==> config.mk <==
export PLATFORM = sky130hd
export DESIGN_NAME = dpi_pipe_interlock
export DESIGN_NICKNAME = d
export VERILOG_FILES = /design/src/core/dpi_mult_timer.v /design/src/core/dpi_pipe_interlock.v
export VERILOG_INCLUDE_DIRS = /design/src /design/src/pkg
export SDC_FILE = /design/constraint.sdc
export NUM_CORES = 1
export LEC_CHECK = 0
export BUFFER_PORTS_ARGS = -buffer_cell sky130_fd_sc_hd__buf_2
export CAP_MARGIN = 5
export CELL_PAD_IN_SITES_DETAIL_PLACEMENT = 1
export CELL_PAD_IN_SITES_GLOBAL_PLACEMENT = 2
export CORE_MARGIN = 2
export CORE_UTILIZATION = 25
export DETAILED_ROUTE_END_ITERATION = 16
export HOLD_SLACK_MARGIN = 0.1
export PLACE_DENSITY = 0.92
export SYNTH_ARGS = -nofsm -noshare
export SYNTH_HDL_FRONTEND = slang
export SYNTH_SLANG_ARGS = --single-unit
==> constraint.sdc <==
create_clock -name i_clock -period 2.3 [get_ports i_clock]
set_clock_uncertainty 0.1 [all_clocks]
set_input_delay 0.46 -clock i_clock [delete_from_list [all_inputs] [get_ports i_clock]]
set_output_delay 0.46 -clock i_clock [all_outputs]
set_load 0.01 [all_outputs]
==> src/pkg/dpi_map.vh <==
`ifndef DPI_MAP_VH
`define DPI_MAP_VH

// packed instruction descriptor carried down the pipe
`define DPI_W          22
`define DPI_F_VALID    0
`define DPI_F_LOAD     1
`define DPI_F_STORE    2
`define DPI_F_DSPSIDE  3
`define DPI_F_UADDR    4
`define DPI_F_DSPOP    5
`define DPI_F_MUL      6
`define DPI_F_MLONG    7
`define DPI_F_RACC     8
`define DPI_F_MEM      9
`define DPI_F_DST      10
`define DPI_F_AREG     14
`define DPI_F_SRC      18
`define DPI_RIDX_W     4

// reset value of every stage register: an empty slot
`define DPI_SLOT_EMPTY 22'h00_0000

// memory-access phase of a two-access multiply instruction
`define DPI_PHASE_FIRST  1'h0
`define DPI_PHASE_SECOND 1'h1

// multiplier access length after the last memory access, in cycles
`define DPI_MM_LONG_CYC  3'h4
`define DPI_MM_SHORT_CYC 3'h2
`define DPI_MM_IDLE      3'h0
`define DPI_MM_STEP      3'h1

`endif

==> src/core/dpi_mult_timer.v <==
`timescale 1ns/1ps
`default_nettype none
`include "dpi_map.vh"

module dpi_mult_timer (
    // clock and reset
    input  wire       i_clock,
    input  wire       i_sys_rst,
    // start of multiplier access
    input  wire       i_start,
    input  wire       i_long,
    // busy state
    output wire       o_busy,
    output wire [2:0] o_count
);

    reg  [2:0] count_q;
    reg  [2:0] count_d;

    // load the access length on start, otherwise count down to idle
    always @* begin
        count_d = count_q;
        if (i_start) begin
            count_d = i_long ? `DPI_MM_LONG_CYC : `DPI_MM_SHORT_CYC;
        end else if (count_q != `DPI_MM_IDLE) begin
            count_d = count_q - `DPI_MM_STEP;
        end
    end

    // counting ignores slot boundaries: it never waits on the pipe
    always @(posedge i_clock) begin
        if (i_sys_rst) begin
            count_q <= `DPI_MM_IDLE;
        end else begin
            count_q <= count_d;
        end
    end

    assign o_busy  = (count_q != `DPI_MM_IDLE);
    assign o_count = count_q;

endmodule // dpi_mult_timer

`default_nettype wire

==> src/core/dpi_pipe_interlock.v <==
`timescale 1ns/1ps
`default_nettype none
`include "dpi_map.vh"

module dpi_pipe_interlock (
    // clock and reset
    input  wire                    i_clock,
    input  wire                    i_sys_rst,
    // instruction entering decode
    input  wire                    i_ins_valid,
    input  wire                    i_ins_load,
    input  wire                    i_ins_store,
    input  wire                    i_ins_dsp_side,
    input  wire                    i_ins_uses_addr,
    input  wire                    i_ins_dsp_op,
    input  wire                    i_ins_mul,
    input  wire                    i_ins_mul_long,
    input  wire                    i_ins_reads_acc,
    input  wire                    i_ins_mem,
    input  wire [3:0]              i_ins_dst,
    input  wire [3:0]              i_ins_addr_reg,
    input  wire [3:0]              i_ins_src,
    output wire                    o_ins_ready,
    // internal data bus
    input  wire                    i_mem_ready,
    input  wire [31:0]             i_bus_rdata,
    input  wire [31:0]             i_store_operand,
    output wire [31:0]             o_bus_wdata,
    output wire                    o_fwd_active,
    // memory access stage view
    output wire                    o_ma_valid,
    output wire                    o_ma_load,
    output wire                    o_ma_store,
    output wire                    o_ma_done,
    output wire                    o_ma_phase,
    output wire [3:0]              o_ma_addr_reg,
    // writeback stage: register file and dsp unit
    output wire                    o_rf_we,
    output wire                    o_rf_dsp_side,
    output wire [3:0]              o_rf_waddr,
    output wire [31:0]             o_rf_wdata,
    output wire                    o_dsp_exec,
    output wire [3:0]              o_dsp_dst,
    // multiplier unit
    output wire                    o_mult_start,
    output wire                    o_mult_long,
    output wire                    o_mult_busy,
    // stage occupancy and stall causes
    output wire                    o_dec_valid,
    output wire                    o_ex_valid,
    output wire                    o_wb_valid,
    output wire                    o_stall_addr,
    output wire                    o_stall_dsp_store,
    output wire                    o_stall_acc,
    output wire                    o_stall_mul_ma
);

    // register index field of a descriptor
    function [3:0] fld4;
        input [`DPI_W-1:0] desc;
        input integer      lsb;
        begin
            fld4 = desc[lsb +: `DPI_RIDX_W];
        end
    endfunction

    // true when a writer's index field names a reader's register
    function same_reg;
        input [`DPI_W-1:0] wr_desc;
        input integer      wr_lsb;
        input [`DPI_W-1:0] rd_desc;
        input integer      rd_lsb;
        begin
            same_reg = (fld4(wr_desc, wr_lsb) == fld4(rd_desc, rd_lsb));
        end
    endfunction

    // stage registers
    reg  [`DPI_W-1:0] dec_q;
    reg  [`DPI_W-1:0] dec_d;
    reg  [`DPI_W-1:0] ex_q;
    reg  [`DPI_W-1:0] ex_d;
    reg  [`DPI_W-1:0] ma_q;
    reg  [`DPI_W-1:0] ma_d;
    reg  [`DPI_W-1:0] wb_q;
    reg  [`DPI_W-1:0] wb_d;
    reg               phase_q;
    reg               phase_d;

    wire [`DPI_W-1:0] ins_desc;
    wire              mult_busy;
    wire [2:0]        mult_count;
    wire              stall_addr;
    wire              stall_dsp;
    wire              stall_acc;
    wire              mm_ending;
    wire              ma_mul_wait;
    wire              ma_mem_wait;
    wire              ma_done;
    wire              ma_free;
    wire              ex_move;
    wire              ex_free;
    wire              dec_move;
    wire              dec_free;
    wire              mult_start;
    wire              fwd;

    // pack the incoming instruction, flag bits lowest;
    // every stage register reuses this one layout
    assign ins_desc = {i_ins_src, i_ins_addr_reg, i_ins_dst, i_ins_mem,
                       i_ins_reads_acc, i_ins_mul_long, i_ins_mul,
                       i_ins_dsp_op, i_ins_uses_addr, i_ins_dsp_side,
                       i_ins_store, i_ins_load, i_ins_valid};

    // pointer hazard: a core load in operate feeds the next address;
    // dsp-side loads write dsp registers, never pointers, so they pass
    assign stall_addr = dec_q[`DPI_F_VALID] && dec_q[`DPI_F_UADDR]
                     && ex_q[`DPI_F_VALID] && ex_q[`DPI_F_LOAD]
                     && !ex_q[`DPI_F_DSPSIDE]
                     && same_reg(ex_q, `DPI_F_DST, dec_q, `DPI_F_AREG);

    // dsp result not ready before the writeback stage ends;
    // core results come from operate, so no term for them;
    // only a dsp-side store can carry a dsp register
    assign stall_dsp = ex_q[`DPI_F_VALID] && ex_q[`DPI_F_STORE]
                    && ex_q[`DPI_F_DSPSIDE]
                    && ma_q[`DPI_F_VALID] && ma_q[`DPI_F_DSPOP]
                    && same_reg(ma_q, `DPI_F_DST, ex_q, `DPI_F_SRC);

    // accumulator readers wait until multiplier access is over; the
    // reader may leave operate in the last busy cycle, as its own
    // access then starts just after the multiplier has finished
    assign mm_ending = (mult_count <= `DPI_MM_STEP);
    assign stall_acc = ex_q[`DPI_F_VALID] && ex_q[`DPI_F_RACC]
                    && (!mm_ending || (ma_q[`DPI_F_VALID] && ma_q[`DPI_F_MUL]));

    // multiply with memory operands takes two accesses; its last one
    // is stretched while the previous multiplier access runs
    assign ma_mul_wait = ma_q[`DPI_F_VALID] && ma_q[`DPI_F_MUL]
                      && ((ma_q[`DPI_F_MEM] && (phase_q == `DPI_PHASE_FIRST))
                          || mult_busy);

    // bus wait states stretch any memory access but the first of a two-access multiply; the held access
    // keeps its slot, so every younger stage holds as well, up to the first empty slot ahead of it
    assign ma_mem_wait = ma_q[`DPI_F_VALID] && ma_q[`DPI_F_MEM] && !i_mem_ready;

    // an access is done once no multiplier or bus wait holds it
    assign ma_done = ma_q[`DPI_F_VALID] && !ma_mul_wait && !ma_mem_wait;
    assign ma_free = !ma_q[`DPI_F_VALID] || ma_done;

    // a blocked stage blocks everything younger than it, up to the first empty slot
    assign ex_move  = ex_q[`DPI_F_VALID] && ma_free && !stall_dsp && !stall_acc;
    assign ex_free  = !ex_q[`DPI_F_VALID] || ex_move;
    assign dec_move = dec_q[`DPI_F_VALID] && ex_free && !stall_addr;
    assign dec_free = !dec_q[`DPI_F_VALID] || dec_move;

    // multiplier access starts as the last memory access ends;
    // a start never meets a busy timer, the access waits first
    assign mult_start = ma_done && ma_q[`DPI_F_MUL];

    // writeback takes whatever finishes its access, else a bubble
    always @* begin
        wb_d = ma_done ? ma_q : `DPI_SLOT_EMPTY;
    end

    // access stage refills from operate, or empties when done
    always @* begin
        if (ex_move) begin
            ma_d = ex_q;
        end else if (ma_done) begin
            ma_d = `DPI_SLOT_EMPTY;
        end else begin
            ma_d = ma_q;
        end
    end

    // operate keeps a stalled instruction in place; a bubble
    // enters when decode is empty or held back by a hazard
    always @* begin
        if (dec_move) begin
            ex_d = dec_q;
        end else if (ex_move) begin
            ex_d = `DPI_SLOT_EMPTY;
        end else begin
            ex_d = ex_q;
        end
    end

    // decode takes a new offer only when its slot frees up
    always @* begin
        if (i_ins_valid && dec_free) begin
            dec_d = ins_desc;
        end else if (dec_move) begin
            dec_d = `DPI_SLOT_EMPTY;
        end else begin
            dec_d = dec_q;
        end
    end

    // access phase: first access always lasts one cycle;
    // a bus wait there is absorbed by the second access
    always @* begin
        phase_d = phase_q;
        if (ma_free) begin
            phase_d = `DPI_PHASE_FIRST;
        end else if (ma_q[`DPI_F_MUL] && ma_q[`DPI_F_MEM]
                     && (phase_q == `DPI_PHASE_FIRST)) begin
            phase_d = `DPI_PHASE_SECOND;
        end
    end

    // pipeline registers; reset empties every slot so no stale
    // descriptor can raise a hazard after release
    always @(posedge i_clock) begin
        if (i_sys_rst) begin
            dec_q   <= `DPI_SLOT_EMPTY;
            ex_q    <= `DPI_SLOT_EMPTY;
            ma_q    <= `DPI_SLOT_EMPTY;
            wb_q    <= `DPI_SLOT_EMPTY;
            phase_q <= `DPI_PHASE_FIRST;
        end else begin
            dec_q   <= dec_d;
            ex_q    <= ex_d;
            ma_q    <= ma_d;
            wb_q    <= wb_d;
            phase_q <= phase_d;
        end
    end

    // multiplier access timer; it runs free of slot boundaries,
    // so only its count tells when the last busy cycle has come
    dpi_mult_timer u_mult_timer (
        .i_clock   (i_clock),
        .i_sys_rst (i_sys_rst),
        .i_start   (mult_start),
        .i_long    (ma_q[`DPI_F_MLONG]),
        .o_busy    (mult_busy),
        .o_count   (mult_count)
    );

    // load in writeback feeding a store in access: same register file
    // side on both, so core and dsp transfers share one forward path
    assign fwd = wb_q[`DPI_F_VALID] && wb_q[`DPI_F_LOAD]
              && ma_q[`DPI_F_VALID] && ma_q[`DPI_F_STORE]
              && (wb_q[`DPI_F_DSPSIDE] == ma_q[`DPI_F_DSPSIDE])
              && same_reg(wb_q, `DPI_F_DST, ma_q, `DPI_F_SRC);

    // bus data re-driven in the cycle it is written; a flop here
    // would cost the very stall this path exists to avoid
    assign o_bus_wdata  = fwd ? i_bus_rdata : i_store_operand;
    assign o_fwd_active = fwd;

    // writeback: register write and dsp operation; write data
    // comes straight off the bus, unregistered, so that it shares
    // the cycle with a forwarded store
    assign o_rf_we       = wb_q[`DPI_F_VALID] && wb_q[`DPI_F_LOAD];
    assign o_rf_dsp_side = wb_q[`DPI_F_DSPSIDE];
    assign o_rf_waddr    = fld4(wb_q, `DPI_F_DST);
    assign o_rf_wdata    = i_bus_rdata;
    assign o_dsp_exec    = wb_q[`DPI_F_VALID] && wb_q[`DPI_F_DSPOP];
    assign o_dsp_dst     = fld4(wb_q, `DPI_F_DST);

    // memory access stage
    assign o_ma_valid    = ma_q[`DPI_F_VALID];
    assign o_ma_load     = ma_q[`DPI_F_VALID] && ma_q[`DPI_F_LOAD];
    assign o_ma_store    = ma_q[`DPI_F_VALID] && ma_q[`DPI_F_STORE];
    assign o_ma_done     = ma_done;
    assign o_ma_phase    = phase_q;
    assign o_ma_addr_reg = fld4(ma_q, `DPI_F_AREG);

    // multiplier and occupancy; decode after a double-length
    // multiply is not held an extra slot, so a younger
    // instruction may reach operate one cycle earlier there
    assign o_mult_start  = mult_start;
    assign o_mult_long   = ma_q[`DPI_F_MLONG];
    assign o_mult_busy   = mult_busy;
    assign o_ins_ready   = dec_free;
    assign o_dec_valid   = dec_q[`DPI_F_VALID];
    assign o_ex_valid    = ex_q[`DPI_F_VALID];
    assign o_wb_valid    = wb_q[`DPI_F_VALID];

    // stall causes, level, for observation;
    // several may be high in one cycle, none is a pulse
    assign o_stall_addr      = stall_addr;
    assign o_stall_dsp_store = stall_dsp;
    assign o_stall_acc       = stall_acc;
    assign o_stall_mul_ma    = ma_mul_wait;

endmodule // dpi_pipe_interlock

`default_nettype wire

==> results of run 1 <==
-- flip-flops by register name, indices dropped and copies added, names as in the netlist --
name / count
dec_q: 22
ex_q: 21
ma_q: 20
o_ma_phase: 1
u_mult_timer.o_count: 3
wb_q: 8
-- worst register-to-register path, delay by kind of cell, from the launching register on --
family / cells / cell delay, ns
buffers and inverters: 5 / 0.69
AO/OA/AOI/OAI: 3 / 0.55
flip-flops: 1 / 0.33
AND/OR/NAND/NOR: 3 / 0.31
adder cells (fa/ha/maj): 1 / 0.14
-- Yosys cell counts (7+ instances only) --
cell type,number
o211ai_1,20
clkbuf_1,16
a21oi_1,27
buf_4,45
nor2_1,25
buf_2,8
xnor2_1,14
nand2_1,105
and2_1,14
a22oi_1,19
nand3_1,20
inv_1,7
dfxtp_1,75
a22o_1,21
-- area by class of cell --
type	instances	area [um^2]
clock buffers	9	225.2
multi-input cells	299	1993
fillers	1759	9112
repair buffers	229	1413
well taps	184	230.2
flip-flops and latches	75	1528
clock inverters	7	58.81
inverters	7	28.78
-- metrics by stage --
step | TNS (ns) | hold slack, ns | power [mW]
finish | -7.578 | 0.2348 | 3.621
detailed placement | -0.1053 | 0.3594 | 2.020
CTS | -8.213 | 0.2330 | 3.457
floorplan | 0 | 0.3418 | 1.790
global route | -10.55 | 0.2378 | 3.774
global placement | 0 | 0.3616 | 1.990
-- path summary, 6_finish.rpt --
kind	end	slack (ns)	cells after the start
max	o_ins_ready	-0.25	8
min	dec_q[12]$_SDFFE_PP0P_	0.23	2
max reg2reg	ma_q[19]$_SDFFE_PP0P_	0.06	12
min reg2reg	ex_q[12]$_SDFFE_PP0P_	0.37	2
-- cell families after synthesis --
group / synth area share
xor gates and xnor gates: 0.03270
and+or+nand+nor: 0.2166
muxes: 0.005672
AOI/OAI and AO/OA: 0.1989
buffers and inverters: 0.1358
DFF: 0.4004
adders and majority gates: 0.01001
-- where the power goes --
group	switching [mW]	leakage (nW)	internal, mW
combinational	0.414	1.76	0.449
sequential	0.0561	0.619	1.36
clock	0.593	0.139	0.751
-- per-layer routing --
metal,vias to the layer above,share of wire
met1,1846,0.41
li1,1852,-
met3,8,0.052
met2,137,0.53
met5,-,0
met4,0,0.0094
-- what timing repair did --
item / 4_1_cts / 5_1_grt
pin swaps: 22 / 16
gates cloned: 2 / 0
buffers inserted: 11 / 9
setup endpoints to repair: 87 / 67
gates resized for setup: 51 / 42
hold buffers: 0 / 0
==> run summary, run 1 <==
CTS tree -> built
Synth Cell Area -> 3750 um^2
Met1 GRT Util -> 0.1847
Cell Pwr Density -> 661.1 nW/um^2
Most used DFF post-synth -> dfxtp_1
Antenna Nets Post-Route -> 0
Status -> finished, violations left
Fin area -> 5477 um^2
Reg-to-Reg Start -> u_mult_timer.o_count[0]$_SDFFE_PP0P_
Port buffer count -> 184
Placed cell count -> 772
Crit Path Max Fanout -> 2
Synth top area cells -> dfxtp_1 (40%), nand2_1 (11%), buf_4 (9.0%)
Failing checks -> setup timing
Max clock buf depth -> 2
Total GRT Usage -> 0.1633
Placed inst area -> 4656 um^2
Clock sinks -> 75
Syn_area_per_cell -> 8.260 um^2
Synth Instances -> 454
Antenna violations before repair -> 0
Grt total ovfl -> 0
Area grow syn2layout -> 46.05%
Drt wl/cell -> 17.26 um
Most common library cell in the layout ignoring fill and taps -> buf_2
Worst skew pair latency -> 0.34 ns
Non-Filler Instances -> 810
Final min period -> 2.551 ns
Critical path startpoint category -> register
Total core area -> 14590 um^2
CP top delay family -> compound AO/OA/AOI/OAI gates
Period utilization -> 1.109
Antenna Cells -> 0
I/O Pins -> 185
Max Cap Viol -> 0
EDFF count, synth -> 0
Vias/cell -> 4.744
Nets -> 713
RSZ-0062 raised after global routing -> yes
Initial drt markers -> 148
Most frequent cells in the layout -> buf_2 (177), nand2_1 (79), dfxtp_1 (56), buf_4 (36)
Leakage -> 2.513 nW
Die height -> 126.5 um
Sequential share of the synthesized area -> 0.4004
Count of final setup violators -> 36
Max_slew headroom -> 0.7538
Synthesis-stage register bit count -> 75
Die width -> 126.5 um
Routed WL -> 13.98 mm
Critical path buffers and inverters -> 2
CP startpoint -> u_mult_timer.o_count[0]$_SDFFE_PP0P_
Pin count of the biggest net entering global routing -> 34
Slew @ Worst Pin -> 0.3693 ns
RePlAce Congestion -> 0.8471
Post-layout util -> 0.3754
Yosys cell types -> 41
Vias in the first global route -> 3975
H-tree Lvls -> 3
Synth area leader -> dfxtp_1
Warnings from Yosys -> 0
Hpwl dp -> 9.898 mm
CTS Buf Count -> 9
Clk slew on worst S/H paths -> 0.07 ns
DRC viols -> 0
Critical path class -> reg2out
Min-delay src -> i_ins_dst[2]
Endpoint type of the worst setup path -> primary output
Slowest cell on crit path -> dfxtp_2
Met2 Usage GRT -> 0.3161
Syn nets -> 546
Worst endpoint required time -> 1.74 ns
Grt met3 use -> 0.02278
Max Clk Rate -> 392.0 MHz
Via Count -> 3843
Hold Fails Final Rpt -> 0
Top cell type's share of synthesized area -> 0.4004
Most used routing layer -> met2
Root buffer cell -> clkbuf_16
Rows -> 44
Max incr delay on CP -> 0.33 ns
Dpl ws -> -0.04120 ns
Initial core utilization -> 0.2570
Layout cells sized above 1 -> 0.5112
Data arrival, critical path -> 1.99 ns
Setup ws final -> -0.2513 ns
Asr flop ratio synth -> 0
Hold crit path type -> in2reg
Max VDD drop -> 370.6 uV
Max-slew violation count -> 0
Total Die Area -> 15990 um^2
Drt first pass iters -> 4
Worst-path cell chain -> inv_2 -> ha_4 -> nor2b_4 -> a21oi_2 -> or2_1 -> o31a_1 -> o21ai_2 -> buf_2
First-pass GRT wire length -> 20.89 mm
(Power assumes the default switching activity.)
==> run 2: changes to the inputs <==
- ABC_AREA: default -> 1
- CORE_UTILIZATION: 25 -> 24
- PLACE_DENSITY: 0.92 -> default
- PLACE_DENSITY_LB_ADDON: default -> 0.1
==> run summary, run 2 <==
Status -> finished, violations left
Failing checks -> setup timing
Pwr Total -> 3.856 mW (+6.5%)
Leakage -> 2.652 nW (+5.5%)
Hold crit path type -> in2reg
Die width -> 133.6 um (+5.7%)
Worst skew pair latency -> 0.34 ns (about the same)
First-pass GRT wire length -> 23.54 mm (+13%)
Final min period -> 2.381 ns (-0.1703 ns)
Met1 wire length -> 6.319 mm (+10%)
Synth Instances -> 583 (+28%)
Hold Fails Final Rpt -> 0 (unchanged)
Antenna Cells -> 0 (unchanged)
Placed inst area -> 4863 um^2 (+4.5%)
Most common library cell in the layout ignoring fill and taps -> buf_2
Setup ws final -> -0.08096 ns (+0.1703 ns)
Nets -> 823 (+15%)
Synth Cell Area -> 4033 um^2 (+7.5%)
Top reg by flops -> dec_q
Largest registers -> dec_q (22), ex_q (21), ma_q (20)
Met3 wire length -> 842 um (+15%)
Routed WL -> 15.31 mm (+9.5%)
Total Die Area -> 17860 um^2 (+12%)
Asr flop ratio synth -> 0 (unchanged)
Vias in the first global route -> 4416 (+11%)
Max clock buf depth -> 2 (unchanged)
Top cell type's share of synthesized area -> 0.3723 (-0.02808)
Largest family of logic cells by synthesized area -> simple AND/OR/NAND/NOR gates
Post-layout util -> 0.3386 (-0.03678)
Most used DFF post-synth -> dfxtp_1
Grt total ovfl -> 0 (unchanged)
Worst R2R Setup Slack -> 0.16 ns (+0.10 ns)
Via Count -> 4285 (+12%)
Synth Area in Simple Gates -> 0.2979 (+0.08131)
EDFF count, synth -> 0 (unchanged)
Max_slew headroom -> 0.5382 (-0.2156)
CTS tree -> built
Vias/cell -> 4.482 (-5.5%)
Post-synth top cells -> nand2_1 (168), dfxtp_1 (75), a21oi_1 (60)
Total GRT Usage -> 0.1669 (+0.003602)
H-tree Lvls -> 3 (unchanged)
Warnings from Yosys -> 0 (unchanged)
Worst endpoint required time -> 1.74 ns (about the same)
Slew @ Worst Pin -> 0.6920 ns (+0.3226 ns)
Critical path class -> reg2out
Layout cells sized above 1 -> 0.3927 (-0.1185)
Data arrival, critical path -> 1.82 ns (-0.17 ns)
Area grow syn2layout -> 38.75%
Drt wl/cell -> 16.01 um (-7.2%)
Synth area leader -> dfxtp_1
Clk slew on worst S/H paths -> 0.06 ns (about the same)
Max Clk Rate -> 420.0 MHz (+7.2%)
Synth top area cells -> dfxtp_1 (37%), nand2_1 (16%), buf_4 (8.7%)
Routed length on met2 -> 7.919 mm (+7.5%)
Yosys cell types -> 32 (-22%)
Initial drt markers -> 81 (-45%)
Crit Path Max Fanout -> 8 (+6)
Antenna violations before repair -> 0 (unchanged)
Synth Area in XOR/XNOR -> 0.004344 (-0.02836)
Pin count of the biggest net entering global routing -> 33 (-2.9%)
Top layer in use -> met4
RSZ-0062 raised after global routing -> yes
Max Cap Viol -> 0 (unchanged)
Root buffer cell -> clkbuf_16
CTS Buf Count -> 9 (unchanged)
Clock sinks -> 75 (unchanged)
Syn_area_per_cell -> 6.917 um^2 (-16%)
I/O Pins -> 185 (unchanged)
Rows -> 47 (+6.8%)
Hold_buf cts -> 0 (unchanged)
Synthesis-stage register bit count -> 75 (unchanged)
Syn nets -> 675 (+24%)
Drt first pass iters -> 4 (unchanged)
Hpwl dp -> 11.22 mm (+13%)
Critical path startpoint category -> register
DRC viols -> 0 (unchanged)
Port buffer count -> 184 (unchanged)
Mux contribution to synthesized area -> 0 (-0.005672)
Most frequent cell after synthesis -> nand2_1
Initial core utilization -> 0.2440 (-0.01300)
Period utilization -> 1.035 (-0.07405)
Cell Pwr Density -> 689.1 nW/um^2 (+4.2%)
Max-slew violation count -> 0 (unchanged)
Non-Filler Instances -> 956 (+18%)
Largest register FFs -> 22 (unchanged)
Sequential share of the synthesized area -> 0.3723 (-0.02808)
Total core area -> 16520 um^2 (+13%)
RePlAce Congestion -> 0.7862 (-7.2%)
Die height -> 133.6 um (+5.7%)
Endpoint type of the worst setup path -> primary output
Fin area -> 5595 um^2 (+2.2%)
Complex-gate fraction of the synthesized area -> 0.1378 (-0.06111)
Max VDD drop -> 313.4 uV (-15%)
Count of final setup violators -> 33 (-8.3%)
Adder-cell share of the synthesized area -> 0.009308 (-0.0007019)
Placed cell count -> 924 (+20%)
Most frequent cells in the layout -> buf_2 (178), nand2_1 (151), dfxtp_1 (66), a21oi_1 (59), inv_1 (53)
Antenna Nets Post-Route -> 0 (unchanged)
run 2: changes by cell type in the layout (fill, tap and decap cells not counted), sizes merged, moves of 19 or more:
| cell | change |
|---|---|
| a22oi | -19 |
| a21oi | +33 |
| inv | +45 |
| a22o | -21 |
| nand2 | +68 |
| nand3 | +19 |
run 2: layer usage:
metal,GRT usage,vias up
met1,0.1873,2005
met4,0.05378,0
li1,-,2134
met5,0,-
met3,0.03463,15
met2,0.3133,131
run 2: area by class of cell:
class / count / area, um^2
Timing Repair inverter: 1 / 5.005
Multi-Input combinational cell: 370 / 1974
Timing Repair Buffer: 215 / 1276
Clock inverter: 7 / 92.59
Fill cell: 2099 / 10930
Sequential cell: 75 / 1515
Tap cell: 220 / 275.3
Inverter: 59 / 231.5
Clock buffer: 9 / 225.2
run 2: path summary, 6_finish.rpt:
check,cells after the start,from,to
max reg2reg,12,ma_q[0]$_SDFFE_PP0P_,ex_q[5]$_SDFFE_PP0P_
max,8,ma_q[0]$_SDFFE_PP0P_,o_bus_wdata[22]
min reg2reg,2,ma_q[5]$_SDFFE_PP0P_,wb_q[5]$_SDFF_PP0_
min,3,i_ins_src[0],dec_q[18]$_SDFFE_PP0P_
run 2: critical path, cell delays in order, from the launching register on:
cell and delay (ns):
dfxtp_4 0.37, nand2_4 0.07, nor4_4 0.26, and3_4 0.28, buf_12 0.13, buf_16 0.14
nand2_2 0.05, nand2_1 0.05, buf_2 0.12
run 2: power by group:
group	leakage (nW)	internal, mW	switching [mW]
clock network	0.159	0.947	0.571
logic	1.88	0.391	0.517
registers	0.613	1.37	0.0638
total	2.65	2.70	1.15
run 2: what timing repair did:
| action | in CTS | in global routing |
|---|---|---|
| gates resized for setup | 33 | 40 |
| endpoints found under the setup margin | 36 | 60 |
| pin swaps | 6 | 13 |
| setup buffers | 6 | 7 |
| gates cloned | 3 | 1 |
run 2: logic make-up (layout without fill, tap and decap cells):
kind of cell / count (synthesis) / in the layout
buf+inv: 138 / 291
flops: 75 / 75
xor+xnor: 2 / 2
fa+ha+maj: 3 / 3
compound gates: 95 / 95
simple gates: 270 / 270
run 2: through the flow:
step           hold slack, ns  setup slack, ns  TNS (ns)
3_3_place_gp           0.3464           0.1622         0
6_report               0.2783         -0.08096    -1.707
3_5_place_dp           0.3550          0.05188         0
5_1_grt                0.2765          -0.1817    -5.381
4_1_cts                0.2631         -0.09109    -2.640
2_1_floorplan          0.3222           0.1883         0
==> run 3: changes to the inputs <==
- CORE_ASPECT_RATIO: default -> 1.4
==> run summary, run 3 (synthesis results as in run 2) <==
Met1 wire length -> 5.609 mm (-11%)
Endpoint type of the worst setup path -> primary output
Worst endpoint required time -> 1.74 ns (about the same)
CTS tree -> built
Critical path class -> reg2out
Failing checks -> setup timing
Max clock buf depth -> 2 (unchanged)
Met3 wire length -> 865 um (+2.7%)
Data arrival, critical path -> 1.76 ns (-0.06 ns)
Via Count -> 4300 (+0.35%)
Vias in the first global route -> 4385 (-0.70%)
Cell Pwr Density -> 669.4 nW/um^2 (-2.9%)
Initial drt markers -> 90 (+11%)
Max VDD drop -> 377.4 uV (+20%)
Area grow syn2layout -> 39.96%
Top reg by flops -> dec_q
H-tree Lvls -> 3 (unchanged)
Root buffer cell -> clkbuf_16
Most frequent cells in the layout -> buf_2 (180), nand2_1 (137), a21oi_1 (60), dfxtp_1 (60), inv_1 (50)
Hold_buf cts -> 0 (unchanged)
Switching share of power -> 0.2909 (-0.007889)
Leakage -> 2.677 nW (+0.95%)
Die width -> 113.6 um (-15%)
Pwr Total -> 3.778 mW (-2.0%)
Grt total ovfl -> 0 (unchanged)
Largest registers -> dec_q (22), ex_q (21), ma_q (20)
Max Cap Viol -> 0 (unchanged)
Routed WL -> 14.53 mm (-5.1%)
Final min period -> 2.325 ns (-0.05630 ns)
Clock sinks -> 75 (unchanged)
CTS Buf Count -> 9 (unchanged)
Layout cells sized above 1 -> 0.4340 (+0.04130)
Port buffer count -> 184 (unchanged)
First-pass GRT wire length -> 22.86 mm (-2.9%)
Total core area -> 16610 um^2 (+0.49%)
Placed cell count -> 912 (-1.3%)
Antenna Cells -> 0 (unchanged)
Setup ws final -> -0.02467 ns (+0.05630 ns)
Nets -> 829 (+0.73%)
Largest register FFs -> 22 (unchanged)
Rows -> 56 (+19%)
Hpwl dp -> 10.86 mm (-3.2%)
Non-Filler Instances -> 945 (-1.2%)
I/O Pins -> 185 (unchanged)
Hold_ws -> 0.2797 ns (+0.001401 ns)
Internal power -> 2.679 mW (-0.91%)
Crit Path Max Fanout -> 3 (-5)
Placed inst area -> 4892 um^2 (+0.59%)
Fin area -> 5644 um^2 (+0.87%)
Post-layout util -> 0.3399 (+0.001280)
Pin count of the biggest net entering global routing -> 33 (unchanged)
Clk slew on worst S/H paths -> 0.06 ns (about the same)
Seq pwr share -> 0.376 (+0.005)
Max Clk Rate -> 430.2 MHz (+2.4%)
DRC viols -> 0 (unchanged)
Most common library cell in the layout ignoring fill and taps -> buf_2
Worst skew pair latency -> 0.34 ns (about the same)
Period utilization -> 1.011 (-0.02448)
RePlAce Congestion -> 0.7315 (-7.0%)
Antenna violations before repair -> 0 (unchanged)
Setup TNS -> -0.1127 ns (+1.594 ns)
Routed length on met2 -> 7.897 mm (-0.28%)
Status -> finished, violations left
Clock share of power -> 0.399 (+0.005)
Critical path startpoint category -> register
Combinational power share -> 0.225 (-0.011)
Vias/cell -> 4.550 (+1.5%)
Drt wl/cell -> 15.37 um (-4.0%)
Slew @ Worst Pin -> 0.7176 ns (+0.02559 ns)
Hold crit path type -> in2reg
Hold Fails Final Rpt -> 0 (unchanged)
Total Die Area -> 17870 um^2 (about the same)
Dpl ws -> 0.08194 ns (+0.03006 ns)
Max-slew violation count -> 0 (unchanged)
Count of final setup violators -> 14 (-58%)
Total net switching power -> 1.099 mW (-4.6%)
Drt first pass iters -> 4 (unchanged)
Top layer in use -> met4
Antenna Nets Post-Route -> 0 (unchanged)
Initial core utilization -> 0.2428 (-0.001195)
Max_slew headroom -> 0.5211 (-0.01708)
RSZ-0062 raised after global routing -> yes
Die height -> 157.4 um (+18%)
Total GRT Usage -> 0.1625 (-0.004415)
[run 3: repair_timing]
action / CTS / global route
gates resized for setup: 68 / 25
pin swaps: 9 / 9
buffers inserted: 13 / 4
gates cloned: 3 / 0
endpoints found under the setup margin: 36 / 69
[run 3: final cells by class]
| class | instances | area [um^2] |
|---|---|---|
| multi-input cells | 370 | 2017 |
| clock buffers | 10 | 229.0 |
| well taps | 203 | 254.0 |
| flip-flops and latches | 75 | 1523 |
| inverters | 59 | 224.0 |
| fillers | 2102 | 10960 |
| clock inverters | 6 | 90.09 |
| repair buffers | 222 | 1308 |
[run 3: power groups by stage]
| stage | clock network [mW] | registers (mW) | logic, mW |
|---|---|---|---|
| floorplan | 0 | 1.43 | 0.464 |
| global placement | 0 | 1.44 | 0.711 |
| detailed placement | 0 | 1.44 | 0.719 |
| CTS | 1.57 | 1.42 | 0.822 |
| global route | 1.62 | 1.43 | 0.946 |
| finish | 1.51 | 1.42 | 0.851 |
[run 3: worst max-delay path, cell delays in order (launching register included)]
cell	delay, ns
dfxtp_2	0.34
inv_2	0.08
ha_4	0.13
inv_2	0.04
nor2_4	0.11
nand2_2	0.06
nand2_2	0.08
nand2_2	0.08
nand2_4	0.08
nand3_4	0.09
nand2_4	0.10
nand2_8	0.07
nand2_8	0.07
buf_6	0.10
[run 3: worst paths after layout]
kind	startpoint	to	slack [ns]	cells after the start
setup / recovery	u_mult_timer.o_count[0]$_SDFFE_PP0P_	o_ins_ready	-0.02	13
hold / removal	i_ins_reads_acc	dec_q[8]$_SDFFE_PP0P_	0.28	3
setup reg to reg	u_mult_timer.o_count[0]$_SDFFE_PP0P_	dec_q[14]$_SDFFE_PP0P_	0.15	16
hold reg to reg	dec_q[11]$_SDFFE_PP0P_	ex_q[11]$_SDFFE_PP0P_	0.36	2
[run 3: per-layer routing]
| layer | up-vias | global-route usage |
|---|---|---|
| met5 | - | 0 |
| met4 | 0 | 0.04704 |
| met3 | 9 | 0.03080 |
| met2 | 159 | 0.3194 |
| met1 | 1984 | 0.1734 |
| li1 | 2148 | - |
